`config.mk`:
```
export PLATFORM = sky130hd
export DESIGN_NAME = scfm_cfg
export DESIGN_NICKNAME = d
export VERILOG_FILES = /design/src/core/scfm_pkg.sv /design/src/core/scfm_sync2.sv /design/src/core/scfm_frame_gen.sv /design/src/core/scfm_cfg.sv
export SDC_FILE = /design/constraint.sdc
export NUM_CORES = 1
export LEC_CHECK = 0
export BUFFER_PORTS_ARGS = -buffer_cell sky130_fd_sc_hd__buf_4
export CORE_MARGIN = 8
export CORE_UTILIZATION = 25
export CTS_BUF_LIST = sky130_fd_sc_hd__clkbuf_4
export DETAILED_ROUTE_END_ITERATION = 10
export PLACE_DENSITY_LB_ADDON = 0.1
export SLEW_MARGIN = 20
export SYNTH_ARGS = -nofsm -noshare
export SYNTH_HDL_FRONTEND = slang
export SYNTH_SLANG_ARGS = --single-unit
```
`constraint.sdc`:
```
create_clock -name core_clk -period 5.02 [get_ports core_clk]
set_input_delay 0.753 -clock core_clk [delete_from_list [all_inputs] [get_ports core_clk]]
set_output_delay 0.753 -clock core_clk [all_outputs]
set_load 0.02 [all_outputs]
```
`src/core/scfm_pkg.sv`:
```
// Shared constants and types for the serial CMOS frame and mapper config
package scfm_pkg;
  // Register indices; byte address is four times the index
  localparam logic [5:0] IDX_BCK = 6'h18;
  localparam logic [5:0] IDX_FRM = 6'h19;
  localparam logic [5:0] IDX_MAP = 6'h1b;
  localparam logic [5:0] IDX_BCK2 = 6'h1f;
  localparam logic [5:0] IDX_MODE = 6'h30;
  localparam logic [5:0] IDX_STAT = 6'h31;
  // Field positions
  localparam int BCK_EN_BIT = 4;
  localparam int BCK2_EN_BIT = 6;
  localparam int FRM_SRC_BIT = 7;
  localparam int FRM_DIV_BIT = 4;
  localparam int FRM_OE_BIT = 1;
  localparam int FRM_STR_BIT = 0;
  localparam int MAP_EN_BIT = 7;
  localparam int MAP_20_BIT = 6;
  localparam int MAP_RES_LSB = 3;
  localparam int MODE_DEC_LSB = 0;
  localparam int MODE_WIRE_LSB = 2;
  // Writable bits; all others are reserved and hold zero
  localparam logic [7:0] BCK_MASK = 8'h10;
  localparam logic [7:0] FRM_MASK = 8'h93;
  localparam logic [7:0] MAP_MASK = 8'hf8;
  localparam logic [7:0] BCK2_MASK = 8'h40;
  localparam logic [7:0] MODE_MASK = 8'h0f;
  // Reset values
  localparam logic [7:0] BCK_RST = 8'h00;
  localparam logic [7:0] FRM_RST = 8'h00;
  localparam logic [7:0] MAP_RST = 8'h00;
  localparam logic [7:0] BCK2_RST = 8'h00;
  localparam logic [7:0] MODE_RST = 8'h00;
  // Resolution select codes
  localparam logic [2:0] RES_CODE_18 = 3'h0;
  localparam logic [2:0] RES_CODE_16 = 3'h1;
  localparam logic [2:0] RES_CODE_14 = 3'h2;
  // Word widths in bits
  localparam logic [4:0] BITS_20 = 5'h14;
  localparam logic [4:0] BITS_18 = 5'h12;
  localparam logic [4:0] BITS_16 = 5'h10;
  localparam logic [4:0] BITS_14 = 5'h0e;
  // Decimation and serialization mode codes
  localparam logic [1:0] DEC_BYPASS = 2'h0;
  localparam logic [1:0] DEC_REAL = 2'h1;
  localparam logic [1:0] DEC_COMPLEX = 2'h2;
  localparam logic [1:0] WIRE_2 = 2'h0;
  localparam logic [1:0] WIRE_1 = 2'h1;
  localparam logic [1:0] WIRE_HALF = 2'h2;
  // Status register layout
  localparam int STAT_BUF_BIT = 0;
  localparam int STAT_RES_LSB = 1;
  localparam int STAT_UNSUP_BIT = 6;
  localparam int STAT_FRM_BIT = 7;

  typedef enum logic {FG_IDLE, FG_RUN} scfm_fg_state_t;

  typedef struct packed {
    logic cyc;
    logic stb;
    logic we;
    logic [7:0] adr;
    logic [3:0] sel;
    logic [31:0] dat;
  } scfm_wb_req_t;
endpackage

```
`src/core/scfm_sync2.sv`:
```
// Two-stage synchroniser for one level from outside the clock domain
`timescale 1ns/1ps
module scfm_sync2
  import scfm_pkg::*;
(
  input wire logic core_clk,
  input wire logic rst,
  input wire logic async,
  output logic sync
);
  typedef struct packed {
    logic meta;
    logic stable;
  } scfm_sync_t;

  scfm_sync_t s;
  scfm_sync_t next_s;

  always_comb
  begin
    next_s.meta = async;
    next_s.stable = s.meta;
  end

  always_ff @(posedge core_clk or posedge rst)
  begin
    if (rst)
      s <= '0;
    else
      s <= next_s;
  end

  assign sync = s.stable;
endmodule

```
`src/core/scfm_frame_gen.sv`:
```
// Frame clock generator counting edges of the bit clock from the capture host
`timescale 1ns/1ps
module scfm_frame_gen
  import scfm_pkg::*;
#(
  parameter int CW = 8
)
(
  input wire logic core_clk,
  input wire logic rst,
  input wire logic run,
  input wire logic edgeHit,
  input wire logic [CW-1:0] halfPeriod,
  output logic frameClk
);
  typedef struct packed {
    scfm_fg_state_t st;
    logic [CW-1:0] cnt;
    logic lvl;
  } scfm_fg_t;

  scfm_fg_t s;
  scfm_fg_t next_s;

  always_comb
  begin
    next_s = s;
    case (s.st)
      FG_IDLE:
      begin
        next_s.cnt = '0;
        next_s.lvl = 1'b0;
        if (run)
          next_s.st = FG_RUN;
      end
      FG_RUN:
      begin
        if (!run)
          next_s.st = FG_IDLE;
        else if (edgeHit)
        begin
          if (s.cnt + 1'b1 >= halfPeriod)
          begin
            next_s.cnt = '0;
            next_s.lvl = ~s.lvl;
          end
          else
            next_s.cnt = s.cnt + 1'b1;
        end
      end
      default:
        next_s.st = FG_IDLE;
    endcase
  end

  always_ff @(posedge core_clk or posedge rst)
  begin
    if (rst)
      s <= '{st: FG_IDLE, cnt: '0, lvl: 1'b0};
    else
      s <= next_s;
  end

  assign frameClk = s.lvl;

  // In FG_RUN the level moves only on a counted bit clock edge; FG_IDLE clears it
  AST_FG_EDGE: assert property (@(posedge core_clk) disable iff (rst)
    (s.st == FG_RUN && $past(s.st) == FG_RUN && $changed(s.lvl))
      |-> $past(edgeHit))
    else $error("frame clock moved without a bit clock edge");
endmodule

```
`src/core/scfm_cfg.sv`:
```
// Register bank for bit clock input, frame clock and output bit mapper
`timescale 1ns/1ps
module scfm_cfg
  import scfm_pkg::*;
#(
  parameter int CW = 8
)
(
  input wire logic core_clk,
  input wire logic rst,
  input wire scfm_wb_req_t wbReq,
  output logic wbAck,
  output logic [31:0] wbDat,
  input wire logic bitClockInput,
  input wire logic filterFrameClock,
  input wire logic parallelDataBit,
  output logic sharedPinOut,
  output logic bitClockBufferOn,
  output logic [4:0] outputBits
);
  typedef struct packed {
    logic [7:0] bck;
    logic [7:0] frm;
    logic [7:0] map;
    logic [7:0] bck2;
    logic [7:0] mode;
    logic ack;
    logic [31:0] rdat;
    logic bufOn;
    logic [4:0] resBits;
    logic unsup;
    logic pin;
    logic lastBit;
    logic edgeHit;
  } scfm_cfg_t;

  scfm_cfg_t s;
  scfm_cfg_t next_s;
  logic bitClkSync;
  logic genFrame;
  logic [CW-1:0] halfPeriod;

  // Local decode of the configuration
  logic bothEn;
  logic srcFilter;
  logic oe;
  logic [1:0] decMode;
  logic [1:0] wireMode;
  logic [2:0] resCode;
  logic frameSel;
  logic [4:0] resNext;
  logic unsupNext;
  logic hit;
  logic [5:0] idx;
  logic [7:0] rbyte;
  logic [7:0] stat;

  scfm_sync2 u_bit_clk_sync (
    .core_clk(core_clk),
    .rst(rst),
    .async(bitClockInput),
    .sync(bitClkSync)
  );

  scfm_frame_gen #(.CW(CW)) u_frame_gen (
    .core_clk(core_clk),
    .rst(rst),
    .run(s.bufOn),
    .edgeHit(s.edgeHit),
    .halfPeriod(halfPeriod),
    .frameClk(genFrame)
  );

  always_comb
  begin
    decMode = s.mode[MODE_DEC_LSB +: 2];
    wireMode = s.mode[MODE_WIRE_LSB +: 2];
    resCode = s.map[MAP_RES_LSB +: 3];
    oe = s.frm[FRM_OE_BIT];
    bothEn = s.bck[BCK_EN_BIT] & s.bck2[BCK2_EN_BIT];
    // source gating
    // Filter source only in complex modes other than half-wire; real acts as bypass
    srcFilter = s.frm[FRM_SRC_BIT] && decMode == DEC_COMPLEX
      && wireMode != WIRE_HALF;
    frameSel = srcFilter ? filterFrameClock : genFrame;
  end

  // Resolution chosen by the mapper and the decimation mode
  always_comb
  begin
    resNext = BITS_14;
    unsupNext = 1'b0;
    if (s.map[MAP_20_BIT])
      resNext = BITS_20;
    else if (decMode == DEC_BYPASS)
    begin
      if (s.map[MAP_EN_BIT])
      begin
        case (resCode)
          RES_CODE_18: resNext = BITS_18;
          RES_CODE_16: resNext = BITS_16;
          RES_CODE_14: resNext = BITS_14;
          default: unsupNext = 1'b1;
        endcase
      end
    end
    else
    begin
      resNext = (decMode == DEC_COMPLEX) ? BITS_16 : BITS_18;
      if (s.map[MAP_EN_BIT] || resCode != RES_CODE_18)
      begin
        case (resCode)
          RES_CODE_18: resNext = BITS_18;
          RES_CODE_16: resNext = BITS_16;
          RES_CODE_14: resNext = BITS_14;
          default: unsupNext = 1'b1;
        endcase
      end
    end
  end

  // Frame clock half period in bit clock edges (both edges count)
  always_comb
  begin
    halfPeriod = CW'(s.resBits);
    case (wireMode)
      WIRE_2: halfPeriod = CW'(s.resBits >> 1);
      WIRE_HALF: halfPeriod = CW'({s.resBits, 1'b0});
      default: halfPeriod = CW'(s.resBits);
    endcase
    if (s.frm[FRM_DIV_BIT])
      halfPeriod = halfPeriod << 1;
    if (s.frm[FRM_STR_BIT])
      halfPeriod = halfPeriod << 1;
  end

  always_comb
  begin
    stat = '0;
    stat[STAT_BUF_BIT] = s.bufOn;
    stat[STAT_RES_LSB +: 5] = s.resBits;
    stat[STAT_UNSUP_BIT] = s.unsup;
    stat[STAT_FRM_BIT] = frameSel;
    idx = wbReq.adr[7:2];
    case (idx)
      IDX_BCK: rbyte = s.bck;
      IDX_FRM: rbyte = s.frm;
      IDX_MAP: rbyte = s.map;
      IDX_BCK2: rbyte = s.bck2;
      IDX_MODE: rbyte = s.mode;
      IDX_STAT: rbyte = stat;
      default: rbyte = '0;
    endcase
  end

  always_comb
  begin
    next_s = s;
    hit = wbReq.cyc && wbReq.stb && !s.ack;
    next_s.ack = hit;
    if (hit)
    begin
      next_s.rdat = {24'h000000, rbyte};
      if (wbReq.we && wbReq.sel[0])
      begin
        case (idx)
          IDX_BCK: next_s.bck = wbReq.dat[7:0] & BCK_MASK;
          IDX_FRM: next_s.frm = wbReq.dat[7:0] & FRM_MASK;
          IDX_MAP: next_s.map = wbReq.dat[7:0] & MAP_MASK;
          IDX_BCK2: next_s.bck2 = wbReq.dat[7:0] & BCK2_MASK;
          IDX_MODE: next_s.mode = wbReq.dat[7:0] & MODE_MASK;
          default: next_s.rdat = s.rdat;
        endcase
      end
    end
    next_s.bufOn = bothEn;
    next_s.lastBit = bitClkSync;
    next_s.edgeHit = s.bufOn && (bitClkSync != s.lastBit);
    next_s.resBits = resNext;
    next_s.unsup = unsupNext;
    next_s.pin = oe ? frameSel : parallelDataBit;
  end

  always_ff @(posedge core_clk or posedge rst)
  begin
    if (rst)
    begin
      s <= '0;
      s.bck <= BCK_RST;
      s.frm <= FRM_RST;
      s.map <= MAP_RST;
      s.bck2 <= BCK2_RST;
      s.mode <= MODE_RST;
      s.resBits <= BITS_14;
    end
    else
      s <= next_s;
  end

  assign wbAck = s.ack;
  assign wbDat = s.rdat;
  assign sharedPinOut = s.pin;
  assign bitClockBufferOn = s.bufOn;
  assign outputBits = s.resBits;

  // Ack is a single-cycle pulse per request
  AST_ACK_PULSE: assert property (@(posedge core_clk) disable iff (rst)
    s.ack |=> !s.ack)
    else $error("ack held longer than one cycle");

  // Request answered one cycle after it is seen
  AST_ACK_LATENCY: assert property (@(posedge core_clk) disable iff (rst)
    (wbReq.cyc && wbReq.stb && !s.ack) |=> s.ack)
    else $error("request not answered in one cycle");

  AST_BUF_BOTH: assert property (@(posedge core_clk) disable iff (rst)
    s.bufOn == $past(s.bck[BCK_EN_BIT] && s.bck2[BCK2_EN_BIT]))
    else $error("buffer state does not follow both enables");

  AST_BUF_GATE: assert property (@(posedge core_clk) disable iff (rst)
    !s.bufOn |=> !s.edgeHit)
    else $error("bit clock edge counted while buffer off");

  AST_SRC_FILTER: assert property (@(posedge core_clk)
    disable iff (rst)
    (oe && srcFilter) |=> s.pin == $past(filterFrameClock))
    else $error("pin not carrying filter frame clock");

  AST_SRC_REAL: assert property (@(posedge core_clk) disable iff (rst)
    (oe && decMode != DEC_COMPLEX) |=> s.pin == $past(genFrame))
    else $error("bypass or real mode not using core frame clock");

  AST_PIN_DATA: assert property (@(posedge core_clk) disable iff (rst)
    !oe |=> s.pin == $past(parallelDataBit))
    else $error("pin not carrying parallel data");

  AST_RES_20: assert property (@(posedge core_clk) disable iff (rst)
    s.map[MAP_20_BIT] |=> s.resBits == BITS_20)
    else $error("twenty-bit enable ignored");

  AST_MAP_OFF: assert property (@(posedge core_clk) disable iff (rst)
    (decMode == DEC_BYPASS && !s.map[MAP_EN_BIT] && !s.map[MAP_20_BIT])
      |=> s.resBits == BITS_14)
    else $error("bypass resolution changed without mapper");

  AST_RES_14: assert property (@(posedge core_clk) disable iff (rst)
    (s.map[MAP_EN_BIT] && !s.map[MAP_20_BIT] && resCode == RES_CODE_14)
      |=> s.resBits == BITS_14 && !s.unsup)
    else $error("code 010 did not give 14 bits");

  AST_CPLX_DEF: assert property (@(posedge core_clk)
    disable iff (rst)
    (decMode == DEC_COMPLEX && s.map[MAP_EN_BIT:MAP_RES_LSB] == 5'h00)
      |=> s.resBits == BITS_16)
    else $error("complex default is not 16 bits");

  AST_REAL_DEF: assert property (@(posedge core_clk)
    disable iff (rst)
    (decMode == DEC_REAL && s.map[MAP_EN_BIT:MAP_RES_LSB] == 5'h00)
      |=> s.resBits == BITS_18)
    else $error("real default is not 18 bits");

  AST_RES_18: assert property (@(posedge core_clk)
    disable iff (rst)
    (s.map[MAP_EN_BIT] && !s.map[MAP_20_BIT] && resCode == RES_CODE_18)
      |=> s.resBits == BITS_18 && !s.unsup)
    else $error("code 000 did not give 18 bits");

  AST_RES_16: assert property (@(posedge core_clk)
    disable iff (rst)
    (s.map[MAP_EN_BIT] && !s.map[MAP_20_BIT] && resCode == RES_CODE_16)
      |=> s.resBits == BITS_16 && !s.unsup)
    else $error("code 001 did not give 16 bits");

  AST_UNSUP_CODE: assert property (@(posedge core_clk)
    disable iff (rst)
    (s.map[MAP_EN_BIT] && !s.map[MAP_20_BIT] && resCode > RES_CODE_14)
      |=> s.unsup)
    else $error("unsupported code not flagged");

  // Half-wire complex keeps the core frame clock whatever source says
  AST_SRC_HALF: assert property (@(posedge core_clk)
    disable iff (rst)
    (oe && decMode == DEC_COMPLEX && wireMode == WIRE_HALF)
      |=> s.pin == $past(genFrame))
    else $error("half-wire complex not using core frame clock");

  AST_GEN_IDLE: assert property (@(posedge core_clk)
    disable iff (rst)
    !s.bufOn ##1 !s.bufOn |=> !genFrame)
    else $error("frame clock runs while buffer off");

  AST_RSV_ZERO: assert property (@(posedge core_clk)
    disable iff (rst)
    (s.bck & ~BCK_MASK) == 8'h00 && (s.frm & ~FRM_MASK) == 8'h00
      && (s.map & ~MAP_MASK) == 8'h00 && (s.bck2 & ~BCK2_MASK) == 8'h00)
    else $error("reserved bit holds a one");

  AST_WR_MASK: assert property (@(posedge core_clk)
    disable iff (rst)
    (hit && wbReq.we && wbReq.sel[0] && idx == IDX_FRM)
      |=> s.frm == ($past(wbReq.dat[7:0]) & FRM_MASK))
    else $error("frame register write not masked");

  AST_ACK_IDLE: assert property (@(posedge core_clk) disable iff (rst)
    !(wbReq.cyc && wbReq.stb) |=> !s.ack)
    else $error("ack without a request");

  AST_DIV_1W: assert property (@(posedge core_clk)
    disable iff (rst)
    (s.frm[FRM_DIV_BIT] && !s.frm[FRM_STR_BIT] && wireMode == WIRE_1)
      |-> halfPeriod == CW'({s.resBits, 1'b0}))
    else $error("divide did not double the frame span");

  AST_STR_HALF: assert property (@(posedge core_clk)
    disable iff (rst)
    (s.frm[FRM_STR_BIT] && !s.frm[FRM_DIV_BIT] && wireMode == WIRE_HALF)
      |-> halfPeriod == CW'({s.resBits, 2'b00}))
    else $error("half-wire stretch span wrong");

  AST_STRETCH: assert property (@(posedge core_clk) disable iff (rst)
    (s.frm[FRM_STR_BIT] && !s.frm[FRM_DIV_BIT] && wireMode == WIRE_1)
      |-> halfPeriod == CW'({s.resBits, 1'b0}))
    else $error("stretch did not double the frame span");
endmodule

```
Yosys cells after proc, flatten, opt, wreduce, memory -nomap -nowiden:

Index checks and enable logic that the tools add are counted.

* bits in registers: 70
* bits in latches: 0
* RAM bits: 0
* memory bits (read-only): 0
* input port bits: 52
* output and inout port bits: 40
* logic and storage cells: 87
* memories: 0

* add/sub/neg operators: 1
* multipliers: 0
* divide/modulo/power cells: 0
* $lt $le $gt $ge: 1
* equality and inequality tests: 16
* shift-type cells: 0
* multiplexer cells: 26
* bitwise operators: 3
* reductions and logical operators: 22

Operators with widths (number)
* 32-bit 2-to-1 mux: 2
* 8-bit one-hot mux with 6 select lines: 1
* 6-bit by 5-bit == test with 1-bit output, second input constant: 4
* 8-bit 2-to-1 mux: 3
* 5-bit 2-to-1 mux: 4
* 10-bit one-hot mux with 2 select lines: 1
* 9-bit 2-to-1 mux: 2
* 3-bit AND reduction: 6
* 5-bit one-hot mux with 3 select lines: 1
* 6-bit == test, second input constant: 2
* 6-bit one-hot mux with 2 select lines: 1
* 2-bit inequality test, second input constant: 5
* 5-bit one-hot mux with 2 select lines: 1
* 1-bit 2-to-1 mux: 9
* 8-bit by 1-bit adder with 8-bit output, second input constant: 1
* 8-bit >= comparator: 1
* 1-bit logical AND: 6
* 5-bit OR reduction: 1
* 2-bit == test, second input constant: 2
* 2-bit logical NOT: 2
* 2-bit AND reduction: 2
* 3-bit by 1-bit == test with 1-bit output, second input constant: 1
* 3-bit by 2-bit == test with 1-bit output, second input constant: 1
* 3-bit logical NOT: 1
* other kinds (8): 9

Longest topological paths before layout:

Gate-level depths: netlist of the first run.

* depth in word-level cells: 9
* depth in mapped cells: 12
* gate-level depth less buffers: 11

Modules after synthesis:

From an unflattened synthesis of the first run, not the netlist that was laid out.

* cell total of the unflattened synthesis: 286
* area total of the unflattened synthesis: 2904.0 um^2

Modules (own cells, without submodules)
* scfm_cfg: times used 1, cells each 196, area an instance 2033.2 um^2, sequential area each 829.5 um^2
* scfm_frame_gen: times used 1, cells each 87, area an instance 817.0 um^2, sequential area each 250.2 um^2
* scfm_sync2: times used 1, cells each 3, area an instance 53.8 um^2, sequential area each 50.0 um^2

Worst setup path after synthesis of the first run:

No wires, ideal clock.

* path type: register to register
* start point: register s, in the netlist outputBits[3]
* end point: register u_frame_gen.s, in the netlist u_frame_gen.frameClk
* setup time: 0.125 ns
* arrival: 2.353 ns
* data required time: 4.895 ns
* setup slack: 2.542 ns
* stages on the path, launching flop included: 12
* buffers on the path: 0
* clock period less this slack: 2.478 ns
* cell sequence: dfstp_2 > inv_1 > o21ai_0 > nor2_1 > a21oi_1 > a21oi_1 > ha_1 > and3_1 > a221oi_2 > o21ai_2 > nor2b_4 > mux2_4

* cells in the longest elaborated chain, start to end: 6

Ends and longest elaborated chain
* start, declared: line scfm_cfg.sv:37 `scfm_cfg_t s;`
* start signal, assigned: line scfm_cfg.sv:197 `s <= next_s;`
* 6-bit one-hot mux with 2 select lines: line scfm_cfg.sv:126 `case (wireMode)`
* 8-bit 2-to-1 mux: line scfm_cfg.sv:131 `if (s.frm[FRM_DIV_BIT])`
* 8-bit 2-to-1 mux: line scfm_cfg.sv:133 `if (s.frm[FRM_STR_BIT])`
* 8-bit >= comparator: line scfm_frame_gen.sv:42 `if (s.cnt + 1'b1 >= halfPeriod)`
* 2-bit inequality test (no line)
* 3-bit AND reduction (no line)
* end signal, assigned: line scfm_frame_gen.sv:59 `s <= '{st: FG_IDLE, cnt: '0, lvl: 1'b0};`
* end signal, assigned: line scfm_frame_gen.sv:61 `s <= next_s;`
* end, declared: line scfm_frame_gen.sv:22 `scfm_fg_t s;`

Every way passes these cells.
A chain may end at the register's enable or synchronous reset.

Worst setup path in the final report of the first run:

* start point: register s[45] (netlist bit)
* end point: register u_frame_gen.s, in the netlist u_frame_gen.frameClk

* cells in the longest elaborated chain, start to end: 7
* elaborated cells on any way between the ends: 8
* classes of those cells: order compare (1); eq/ne (2); mux (3); reduce/logical (2)

Ends and longest elaborated chain (line)
* 2-bit == test / 2-bit logical NOT (equally long branches): scfm_cfg.sv:126
* 6-bit one-hot mux with 2 select lines (*): scfm_cfg.sv:126
* 8-bit 2-to-1 mux (*): scfm_cfg.sv:131
* 8-bit 2-to-1 mux (*): scfm_cfg.sv:133
* 8-bit >= comparator (*): scfm_frame_gen.sv:42
* 2-bit inequality test (no line) (*)
* 3-bit AND reduction (no line) (*)

Every way passes the cells marked *; elsewhere a longest branch is shown, timed or not.

==> run summary, run 1 <==
Each instance of the synthesized netlist takes up on average 10.34 um^2. The first-pass detailed-route iteration total came out at 5. The share of synthesized flip-flops with an asynchronous set or reset was 100.0%; the HPWL reported at the end of detailed placement was 5186 um. Traced cell by cell, the critical path runs through nand2b_1, o21ai_0, nor2_1, a21oi_1, a21oi_1, ha_1, and3_1, o211ai_1, o21ai_2, nor2b_4, mux2_4. In the layout the commonest cells are dfrtp_1, buf_4, conb_1, nor2_1.

Once layout is done, the placed cells without fillers occupy 3177 um^2. The internal power consumption is 517.3 uW. The count of flip-flops with a built-in enable after synthesis works out to 0. Highest fanout seen on the critical path: 16. The tools report the final number of max-transition violations as 0.

At the later pin of the worst-skew pair, clock insertion delay measures 0.35 ns. The number of filler instances in the final layout was 1203; the total buffers and inverters traversed by the critical path was 0. The fraction of power spent switching nets is 26.72%, and the total count of hold-check failures in the final report is 0. For the initial antenna violation count, the log shows 0.

Clock skew after layout: 0.01522 ns. The cell with the largest stage delay on the worst path was dfrtp_1. The synthesized instance count is 279. For the pin with the worst max-slew slack, the measured transition is 0.8325 ns.

The congestion estimate from routability-driven global placement came to 0.7255. The category of cells accounting for the largest share of critical-path delay is compound AO/OA/AOI/OAI gates. Setup repair after global routing left no endpoint under its margin.

In this run the critical register-to-register path is launched from s[45]. The setup violation total in the final timing report was 0; the data required time at the worst endpoint was 5.27 ns. Capturing element type of the critical path: a flop. After detailed routing, the number of remaining DRC violations is 0. The flip-flop and latch count after synthesis works out to 45. The run finished with clean final reports. The clock edge transition at the registers on the reported setup and hold paths was 0.14 ns; the power share of the clock group was 32.5%. For this design, the CTS-stage hold fixing added 0 buffers. The first global-routing pass estimated 10560 um of wire.

Dividing the detail-routed via count by the number of cells gives 4.484. The clock tree synthesis step divided the H-tree into 2 levels. The total area inside the core boundary comes to 11320 um^2. Type of origin of the critical path: a flop. The synthesis-to-layout area growth is 10.10%, and the maximum achievable frequency is 0.3259 GHz. Across all layers, the routed design uses 1991 vias. Across all hold checks on the routed design, the worst slack comes to 0.3650 ns. The type of the worst setup path is reg2reg.

Across the run, the number of max-cap violations was 0. In this run the remaining antenna-violating nets after routing total 0. The die outline width is 123.4 um.

The proportion of layout cells with a drive suffix above 1 is 25.58%. In this run the register-to-register setup slack is 1.95 ns. After the first detailed-routing iteration, the DRC count stood at 83.

The critical path's largest stage delay was 0.60 ns; the port buffer count was 37. The most common library cell in the layout ignoring fill and taps was dfrtp_1. The synthesized netlist contains 58 unique library cells. At the end of the flow, the number of nets in the layout was 361. For the final routed database, the setup TNS stands at 0 ns.

The pin count of the biggest net entering global routing is 46, and the total global-route track usage is 9.057%. After clock tree synthesis, the repair step resized 0 gates. The tools report the mapped cell area as 2885 um^2. Shortest clock period the worst path allows after layout: 3.069 ns. Total placed instance area: 3097 um^2. In this run the critical register-to-register path is captured at u_frame_gen.frameClk. Count of cell instances traversed by the critical path: 11. The total overflow left after global routing is 0. The source of the critical timing path is s[45]. Row generation in the floorplan step produced 39 rows. The run gives 436 as the total placed cells including tap cells. The power per cell area is 222.2 nW/um^2. The worst min-delay path category is reg2reg.

Counting the buffers created by CTS gives 5. The post-route non-filler standard cell count was 444. Primary flip-flop cell chosen by synthesis mapping: dfrtp_1. The logs give 15240 um^2 for the total die area and 25.49% for the starting density of the core.

For the worst voltage drop across the vdd grid, the log shows 94.68 uV. The maximum number of buffers from clock root to sink is 2, and the fraction of the core area covered by cells at the end of the flow is 28.06%. Buffers inserted during post-CTS setup optimization: 0.

The count of synthesis-stage warnings from yosys was 0. The part of the cycle the worst path needs works out to 61.13%. Summing the sequential cell areas from Yosys gives 39.16% of the chip area. 92 I/O pins were placed.

The count of cells along the worst register-to-register path came out at 11. Cell repeated most along the worst path: a21oi_1. The routed length per placed instance works out to 15.28 um. The clock sink count came out at 45. TritonCTS built the clock tree. For the max-slew headroom at the worst pin, the log shows 44.44%.

The antenna cell count was 0. The floorplan step set the die height to 123.4 um. The tree is rooted in a clkbuf_4. After detailed routing, the total wire length is 6783 um.

The most critical setup path has its endpoint at u_frame_gen.frameClk. In this run, flip-flops and latches consume 54.3% of the power. For the power spent charging and discharging nets, the log shows 188.6 uW.

The via count of the first global-routing pass is 1941. The analysis attributes to cell leakage a power of 1.505 nW. Combinational logic is responsible for 13.2% of the overall power. The arrival time of data at the critical path endpoint was 3.32 ns.
## cells by family after synthesis
| group | count (synthesis) | synth area share, % |
|---|---|---|
| buffers and inverters | 58 | 13.05 |
| other | 1 | 0.1300 |
| XOR/XNOR | 7 | 2.125 |
| adder cells (fa/ha/maj) | 9 | 3.903 |
| AO/OA/AOI/OAI | 50 | 13.27 |
| flip-flops | 45 | 39.16 |
| AND/OR/NAND/NOR | 76 | 15.18 |
| multiplexers | 33 | 13.18 |
## synthesized netlist by cell type (all sizes together) (3+ instances only)
master / instances / area [um^2]
a21o: 4 / 30.03
a21oi: 11 / 55.05
a222oi: 3 / 30.03
and3: 4 / 25.02
buf: 42 / 316.6
clkbuf: 5 / 18.77
dfrtp: 42 / 1051
dfstp: 3 / 78.83
ha: 9 / 112.6
inv: 11 / 41.29
mux2: 22 / 270.3
mux2i: 11 / 110.1
nand2: 11 / 41.29
nand2b: 12 / 82.58
nand3: 11 / 65.06
nor2: 16 / 60.06
nor2b: 3 / 26.27
nor3: 7 / 51.30
o21ai: 11 / 58.81
xnor2: 4 / 35.03
xor2: 3 / 26.28
## layout make-up
cell class / instances / area, um^2 / area share, %
multi-input combinational: 200 / 1469 / 46.24
sequential: 45 / 1130 / 35.57
timing repair buffer: 37 / 277.8 / 8.744
tap: 143 / 178.9 / 5.632
clock buffer: 6 / 45.04 / 1.418
inverter: 11 / 42.54 / 1.339
clock inverter: 2 / 33.78 / 1.063
## stage by stage
| step | worst slack (ns) | total power, mW |
|---|---|---|
| floorplan | 2.542 | 0.4708 |
| global placement | 1.954 | 0.4849 |
| detailed placement | 1.974 | 0.4854 |
| CTS | 1.943 | 0.7194 |
| global route | 1.646 | 0.7429 |
| finish | 1.951 | 0.7060 |
## power by group through the flow
stage	sequential (mW)	clock (mW)	combinational [mW]
finish	0.384	0.229	0.0932
global placement	0.391	0	0.0940
global route	0.386	0.252	0.105
floorplan	0.386	0	0.0851
CTS	0.384	0.240	0.0949
detailed placement	0.391	0	0.0945
## routing by layer
layer	GRT usage (%)	wire, um	up-vias
met4	3.160	111	0
met1	12.54	3211	957
li1	-	-	971
met5	0	0	-
met3	2.420	432	8
met2	13.25	3028	55
## worst register-to-register path: cells and delay by family, from the launching register on
kind | cells | cell delay, ns
AO/OA/AOI/OAI | 5 | 1.01
adder cells (fa/ha/maj) | 1 | 0.29
flip-flops | 1 | 0.60
multiplexers | 1 | 0.30
AND/OR/NAND/NOR | 4 | 0.77
## registers in the layout, summed over array words and instances, names as in the netlist
register,count
decMode,2
s,12
u_bit_clk_sync.sync,1
bitClockBufferOn,1
u_frame_gen.frameClk,1
resCode,3
wbAck,1
oe,1
sharedPinOut,1
u_bit_clk_sync.next_s,1
u_frame_gen.s,9
outputBits,4
wbDat,8
## worst min-delay path by stage
stage | startpoint | to | slack [ns] | cells past startpoint
after CTS | u_bit_clk_sync.next_s[0] | u_bit_clk_sync.sync | 0.37 | 0
after detailed placement | u_bit_clk_sync.next_s[0] | u_bit_clk_sync.sync | 0.33 | 0
final | u_bit_clk_sync.next_s[0] | u_bit_clk_sync.sync | 0.36 | 0
after floorplan | u_bit_clk_sync.next_s[0] | u_bit_clk_sync.sync | 0.33 | 0
after global routing | u_bit_clk_sync.next_s[0] | u_bit_clk_sync.sync | 0.39 | 0
after global placement | u_bit_clk_sync.next_s[0] | u_bit_clk_sync.sync | 0.33 | 0
(Power assumes the default switching activity.)
==> run 2: changes to the inputs <==
Clock period 5.02 ns to 3 ns, I/O delays scaled along.
==> run summary, run 2 (synthesis results as in run 1) <==
The flow ran to the end, and the final reports show no timing, DRC or antenna violations. At the pin with the least slew margin, the transition time is 0.8104 ns. The final number of max-transition violations is 0.

Power per cell area: 367.7 nW/um^2. The cell sitting at the root of the clock tree is a clkbuf_4. The tightest min-delay check is of the in2reg type. The net count reported at finish is 366.

The remaining routing DRC violations was 0. In the final layout, the share of cells above drive strength 1 is 27.45%. The antenna cell count is 0, and the pin count of the biggest net entering global routing is 46. The smallest clock period supported by the final layout is computed as 2.692 ns. Counting along the longest clock path gives a buffer depth of 2. In this run the vertical extent of the chip is 123.4 um. The library cells used most frequently in the layout, excluding fill and tap cells, are buf_4, dfrtp_1, conb_1, nor2_1. The run gives 11320 um^2 as the area of the core region. For the area of the multi-input gates, the log shows 1469 um^2.

Summing all non-filler instances in the final layout gives an area of 3217 um^2. The design draws 1.183 mW. The die covers 15240 um^2. The number of placed instances, taps included, is 441. For this run, the number of standard cells in the final layout without fillers is 449. For this design the top-level I/O count stands at 92.

The final layout contains routed wiring with a total length of 6744 um. Setup violations remaining at the end of the flow were counted as 0. Detailed placement ended at an HPWL of 5253 um.

The run gives 10760 um as the global-route wire length before repair. Global routing used 9.067% of the available tracks across all layers. In this run the number of H-tree levels came out at 2. In this run the static leakage power is 1.531 nW. By startpoint and endpoint, the worst setup path is classified as reg2reg.

In this run the tightest slew margin relative to its limit is 45.91%. Relative to the synthesized area, the layout overhead comes to 11.49%. The run gives 0.3715 GHz as the maximum achievable frequency. The clock edge transition at the registers on the reported setup and hold paths works out to 0.15 ns. The tools report the via count of the first global-routing pass as 2003.

The part of the cycle the worst path needs works out to 89.73%. IR analysis of the VDD net gives a maximum drop of 160.0 uV. The number of clock buffers inserted by TritonCTS came out at 5.

Buffers placed on the I/O ports in this run total 37. The worst setup slack before clock tree synthesis was 0.2956 ns. Across the routed clock network, the largest skew measured is 0.02064 ns. The final worst-path setup slack is 0.3080 ns, and the number of filler instances in the final layout is 1246. The die outline width came out at 123.4 um. The antenna violation net count after detailed routing was 0.

The worst setup path is launched from a flop. The clock drives 45 sinks. The data required time at the worst endpoint came out at 3.29 ns. The most common library cell in the layout ignoring fill and taps was buf_4. The tools report the initial antenna violation count as 0.

The number of flip-flops in the largest register came out at 12. The final route contains 1974 vias. The run gives 3134 um^2 as the total placed instance area. The run gives 0 as the total count of hold-check failures in the final report. Capturing element type of the critical path: a flop. The first detailed-routing pass ran for 5 iterations.

The initial utilization of the core area, before any placement, comes to 25.49%. The tools report the violation count after the first detailed-routing iteration as 62. At the worst endpoint, the arrival time is 2.98 ns. The tools report the area used by sequential logic in the layout as 1131 um^2.

Setup repair after global routing left no endpoint under its margin. The clock insertion delay at the later pin of the skew report was 0.36 ns; the routability congestion estimate from global placement was 0.7188. The largest register by flop count was s. Using the TritonRoute via totals, the vias-per-cell ratio works out to 4.396.

The initialized floorplan defines 39 standard-cell rows. TritonCTS built the clock tree. Global routing finished with a remaining overflow of 0. Along the worst path, the maximum fanout reaches 9.

Max-cap violations in this run came to 0. After routing, the total negative slack on setup checks comes to 0 ns. Dividing the detail-routed wire length by the instance count gives 15.02 um.
run 2: cell types whose count changed in the layout (fill, tap and decap cells not counted):
| cell | change |
|---|---|
| dfrtp_1 | -1 |
| buf_4 | +5 |
| clkinv_2 | +1 |
| dfrtp_2 | +1 |
| clkinv_1 | -1 |
run 2: timing repair:
action,CTS,global route
resized for setup,0,1
hold buffers,0,0
endpoints found under the setup margin,0,1
setup buffers,0,0
run 2: final cells by class:
| class | instances | share of cell area [%] |
|---|---|---|
| well taps | 143 | 5.562 |
| flip-flops and latches | 45 | 35.16 |
| clock inverters | 2 | 1.089 |
| multi-input cells | 200 | 45.66 |
| clock buffers | 6 | 1.400 |
| inverters | 11 | 1.322 |
| repair buffers | 42 | 9.802 |
run 2: where the power goes:
part	total [mW]	switching, mW	internal [mW]	leakage (nW)
clock network	0.383	0.199	0.184	0.0456
logic	0.160	0.0974	0.0626	0.880
registers	0.640	0.0181	0.622	0.605
total	1.18	0.314	0.869	1.53
run 2: per-stage QoR:
stage / hold WS (ns) / util (%)
2_1_floorplan: 0.3312 / -
3_3_place_gp: 0.3331 / 27.69
3_5_place_dp: 0.3411 / 27.69
4_1_cts: 0.1625 / 28.39
5_1_grt: 0.1535 / 28.42
6_report: 0.1820 / 28.42
run 2: worst paths after layout:
| path | startpoint | slack (ns) | depth (start not counted) | to |
|---|---|---|---|---|
| min | bitClockInput | 0.18 | 1 | u_bit_clk_sync.next_s[0] |
| min reg2reg | u_bit_clk_sync.next_s[0] | 0.37 | 0 | u_bit_clk_sync.sync |
| max in group asynchronous | rst | 2.26 | 2 | s[46] |
| max | outputBits[3] | 0.31 | 12 | u_frame_gen.s[3] |
| min in group asynchronous | rst | 0.20 | 2 | u_bit_clk_sync.next_s[0] |
| max reg2reg | outputBits[3] | 0.31 | 12 | u_frame_gen.s[3] |
run 2: worst max-delay path, cell delays in order, from the launching register on:
cell	delay, ns
dfstp_2	0.63
inv_1	0.05
o21ai_0	0.22
nor2_1	0.07
a21oi_1	0.15
a21oi_1	0.10
ha_1	0.26
and3_1	0.20
a221oi_2	0.30
o21ai_2	0.11
buf_4	0.18
nor4b_1	0.25
a21o_1	0.12
run 2: routing by layer:
metal / share of wire [%] / GRT usage, %
met5: 0 / 0
met4: 2.1 / 3.236
met3: 6.2 / 2.374
met2: 44 / 13.55
met1: 48 / 12.32
==> run 3: changes to the inputs <==
Settings changed: CAP_MARGIN set to 30, REMOVE_ABC_BUFFERS set to 1, SYNTH_HIERARCHICAL set to 1.
==> run summary, run 3 <==
The run finished with clean final reports. The first routing iteration left 148 violations. Critical path's largest stage delay: 0.43 ns.

The starting density of the core was 25.54%. The tools report the remaining routing DRC violations as 0. Total die area: 15320 um^2. The worst pin sits at a relative slew slack of 54.08%. The clock edge transition at the registers on the reported setup and hold paths was 0.14 ns. The analysis attributes to cell leakage a power of 1.569 nW. The library cells used most frequently in the layout, excluding fill and tap cells, are dfrtp_1, buf_4, conb_1, nand2_1, inv_1.

By count the netlist is led by dfrtp_1, buf_4, nand2_1. The endpoint identified for the worst register-to-register timing path is u_frame_gen/frameClk. TritonCTS built the clock tree. The via count of the first global-routing pass is 2030, and the synthesis-to-layout area growth is 13.40%. Startpoint of the worst-slack reg-to-reg timing path: s[46].

The leading cell type by number of instances after synthesis is dfrtp_1. Number of flip-flops in the largest register: 12. At the placement stage, the worst setup path has a slack of 0.1932 ns. On the critical path the largest part of the delay comes from multiplexers. The arrival time of data at the critical path endpoint is 3.00 ns. The antenna cell count is 0, and the count of synthesis-stage warnings from yosys is 6.

In the post-synthesis netlist, the biggest area contributors are dfrtp_1, buf_4, mux2_2. 92 I/O pins were placed. Setup repair after global routing left no endpoint under its margin. The via count of the routed design came out at 2009. The worst path uses 90.57% of the clock period. Final number of max-transition violations: 0.

Including well taps, the total number of placed cells is 451. For hold timing, the worst endpoint is u_bit_clk_sync/next_s[0]. For the first-pass detailed-route iteration total, the log shows 4. The post-route netlist has 27.13% of its cells at a drive strength greater than 1.

The post-detailed-route via-to-cell ratio was 4.367. Once the clock tree was built, the setup fixing pass inserted 0 buffers. The floorplan has 39 rows. The tools report the total global-route track usage as 9.434%. The net count reported at finish was 377; the shortest clock period the worst path allows after layout was 2.717 ns.

Of all flip-flops after synthesis, the portion carrying an async set or reset was 100.0%. For this run, the leading register cell type out of synthesis is dfrtp_1. Pin count of the biggest net entering global routing: 34. The worst setup path is captured at a flop. The data required time at the worst endpoint was 3.28 ns. s holds more flip-flops than any other register. The hold path depth works out to 1. In this run, CTS created clock tree buffers numbering 5. In the final routed layout, each cell accounts on average for 15.41 um. Counting every instance in the synthesized netlist gives 286.

Counting every sink on the clock net gives 45. In this run the tool buffered the top-level ports with 37 buffer cells. The area share of the largest cell type after synthesis is 36.19%. The tools report the count of unique library cells instantiated by Yosys as 54. The setup path with the least slack is of type reg2reg. The floorplan step defined a core boundary enclosing 11370 um^2. The run gives 0.2829 ns as the final worst-path setup slack. STA classifies the critical path startpoint as a flop.

Across the VDD grid, the largest voltage drop is 184.0 uV. The most numerous cell type found on the critical path is mux2i_1. The cell type with the highest aggregate area in the netlist was dfrtp_1. The tree is rooted in a clkbuf_4. The synthesized netlist occupies a cell area of 2904 um^2. Sequential elements use 38.91% of the synthesized area. For this design, the slowest cell found on the critical path is dfrtp_2. Dividing total power by cell area gives a power density of 386.0 nW/um^2. CTS built an H-tree with a depth of 2. The clock skew after layout was 0.01534 ns.

For this block, the routed nets add up to 7089 um of wire. For the maximum number of buffers from clock root to sink, the log shows 2. The HPWL reported at the end of detailed placement was 5676 um; the flop-to-flop setup slack was 0.28 ns. The average cell area after synthesis was 10.15 um^2; the total count of hold-check failures in the final report was 0.

The setup TNS was 0 ns; the total buffers and inverters traversed by the critical path was 1. The congestion estimate from routability-driven global placement came to 0.7373. The first global-routing pass estimated 11230 um of wire.

The tools report the startpoint of the worst hold path as bitClockInput. The tool flagged a number of max-cap violations equal to 0. The count of cells along the worst register-to-register path was 11; the highest fanout seen on the critical path was 6. Once detail routing completed, the nets flagged for antenna violations numbered 0.

For the pin with the worst max-slew slack, the measured transition is 0.6831 ns. The count of flip-flops with a built-in enable after synthesis is 0. The total overflow left after global routing is 0. Clock insertion delay at the later pin of the skew report: 0.38 ns.

Once layout is complete, the cells apart from fillers number 460. The die outline width was 123.8 um. Walking the worst path, the cells encountered are mux2_2, mux2i_1, nand2_1, o21ai_0, mux2i_1, inv_1, ha_1, and3_4, a221oi_4, o32ai_1, mux2_4. For this run, the top clock speed supported by timing is 0.3680 GHz. The tightest min-delay check is of the in2reg type. The initial antenna violation count was 0; the flip-flop and latch count after synthesis was 45. The die span in y is 123.8 um. The setup violation total in the final timing report is 0.
run 3: how the worst max path moves through the flow:
stage,from,endpoint,slack (ns),cells after the start
3_5_place_dp,s[46],u_frame_gen/frameClk,0.19,11
4_1_cts,s[46],u_frame_gen/frameClk,0.18,11
5_1_grt,s[46],u_frame_gen/frameClk,0.03,11
2_1_floorplan,outputBits[2],u_frame_gen/frameClk,0.46,11
6_report,s[46],u_frame_gen/frameClk,0.28,11
3_3_place_gp,s[46],u_frame_gen/frameClk,0.24,11
run 3: stage by stage:
stage | hold slack (ns) | power (mW) | util [%] | area [um^2]
final | 0.1648 | 1.271 | 28.96 | 3293
after CTS | 0.1455 | 1.292 | 28.95 | 3292
after detailed placement | 0.3379 | 0.8156 | 27.96 | 3179
after floorplan | 0.1912 | 0.7517 | - | 2693
after global routing | 0.1339 | 1.336 | 28.96 | 3293
after global placement | 0.3328 | 0.8148 | 27.96 | 3179
run 3: cell families (layout without fill, tap and decap cells):
group | count (synthesis) | after routing | share of synthesized area (%)
DFF | 45 | 45 | 38.91
buffers and inverters | 61 | 68 | 12.71
and+or+nand+nor | 81 | 81 | 15.77
other | 1 | 25 | 0.1291
AOI/OAI and AO/OA | 55 | 55 | 16.29
muxes | 27 | 27 | 10.21
adders and majority gates | 9 | 9 | 3.878
xor gates and xnor gates | 7 | 7 | 2.111
run 3: report_power, final:
group	switching, mW	internal (mW)
registers	0.0147	0.621
logic	0.103	0.0638
clock network	0.211	0.258
run 3: area by class of cell:
class / count / area, um^2
multi-input combinational: 204 / 1495
timing repair buffer: 42 / 317.8
fill: 1222 / 8077
clock buffer: 5 / 37.54
sequential: 45 / 1131
inverter: 18 / 67.56
clock inverter: 3 / 65.06
tap: 143 / 178.9
run 3: what timing repair did:
| item | 4_1_cts | 5_1_grt |
|---|---|---|
| hold buffers | 1 | 0 |
| gates resized for setup | 0 | 1 |
| endpoints found under the setup margin | 0 | 1 |
| endpoints found under the hold margin | 2 | 0 |
run 3: per-layer routing:
| metal | vias to the layer above | global-route usage (%) | share of wire, % |
|---|---|---|---|
| li1 | 1005 | - | - |
| met1 | 959 | 12.70 | 47 |
| met2 | 38 | 14.66 | 47 |
| met3 | 7 | 2.584 | 5.3 |
| met4 | 0 | 2.257 | 0.86 |
| met5 | - | 0 | 0 |
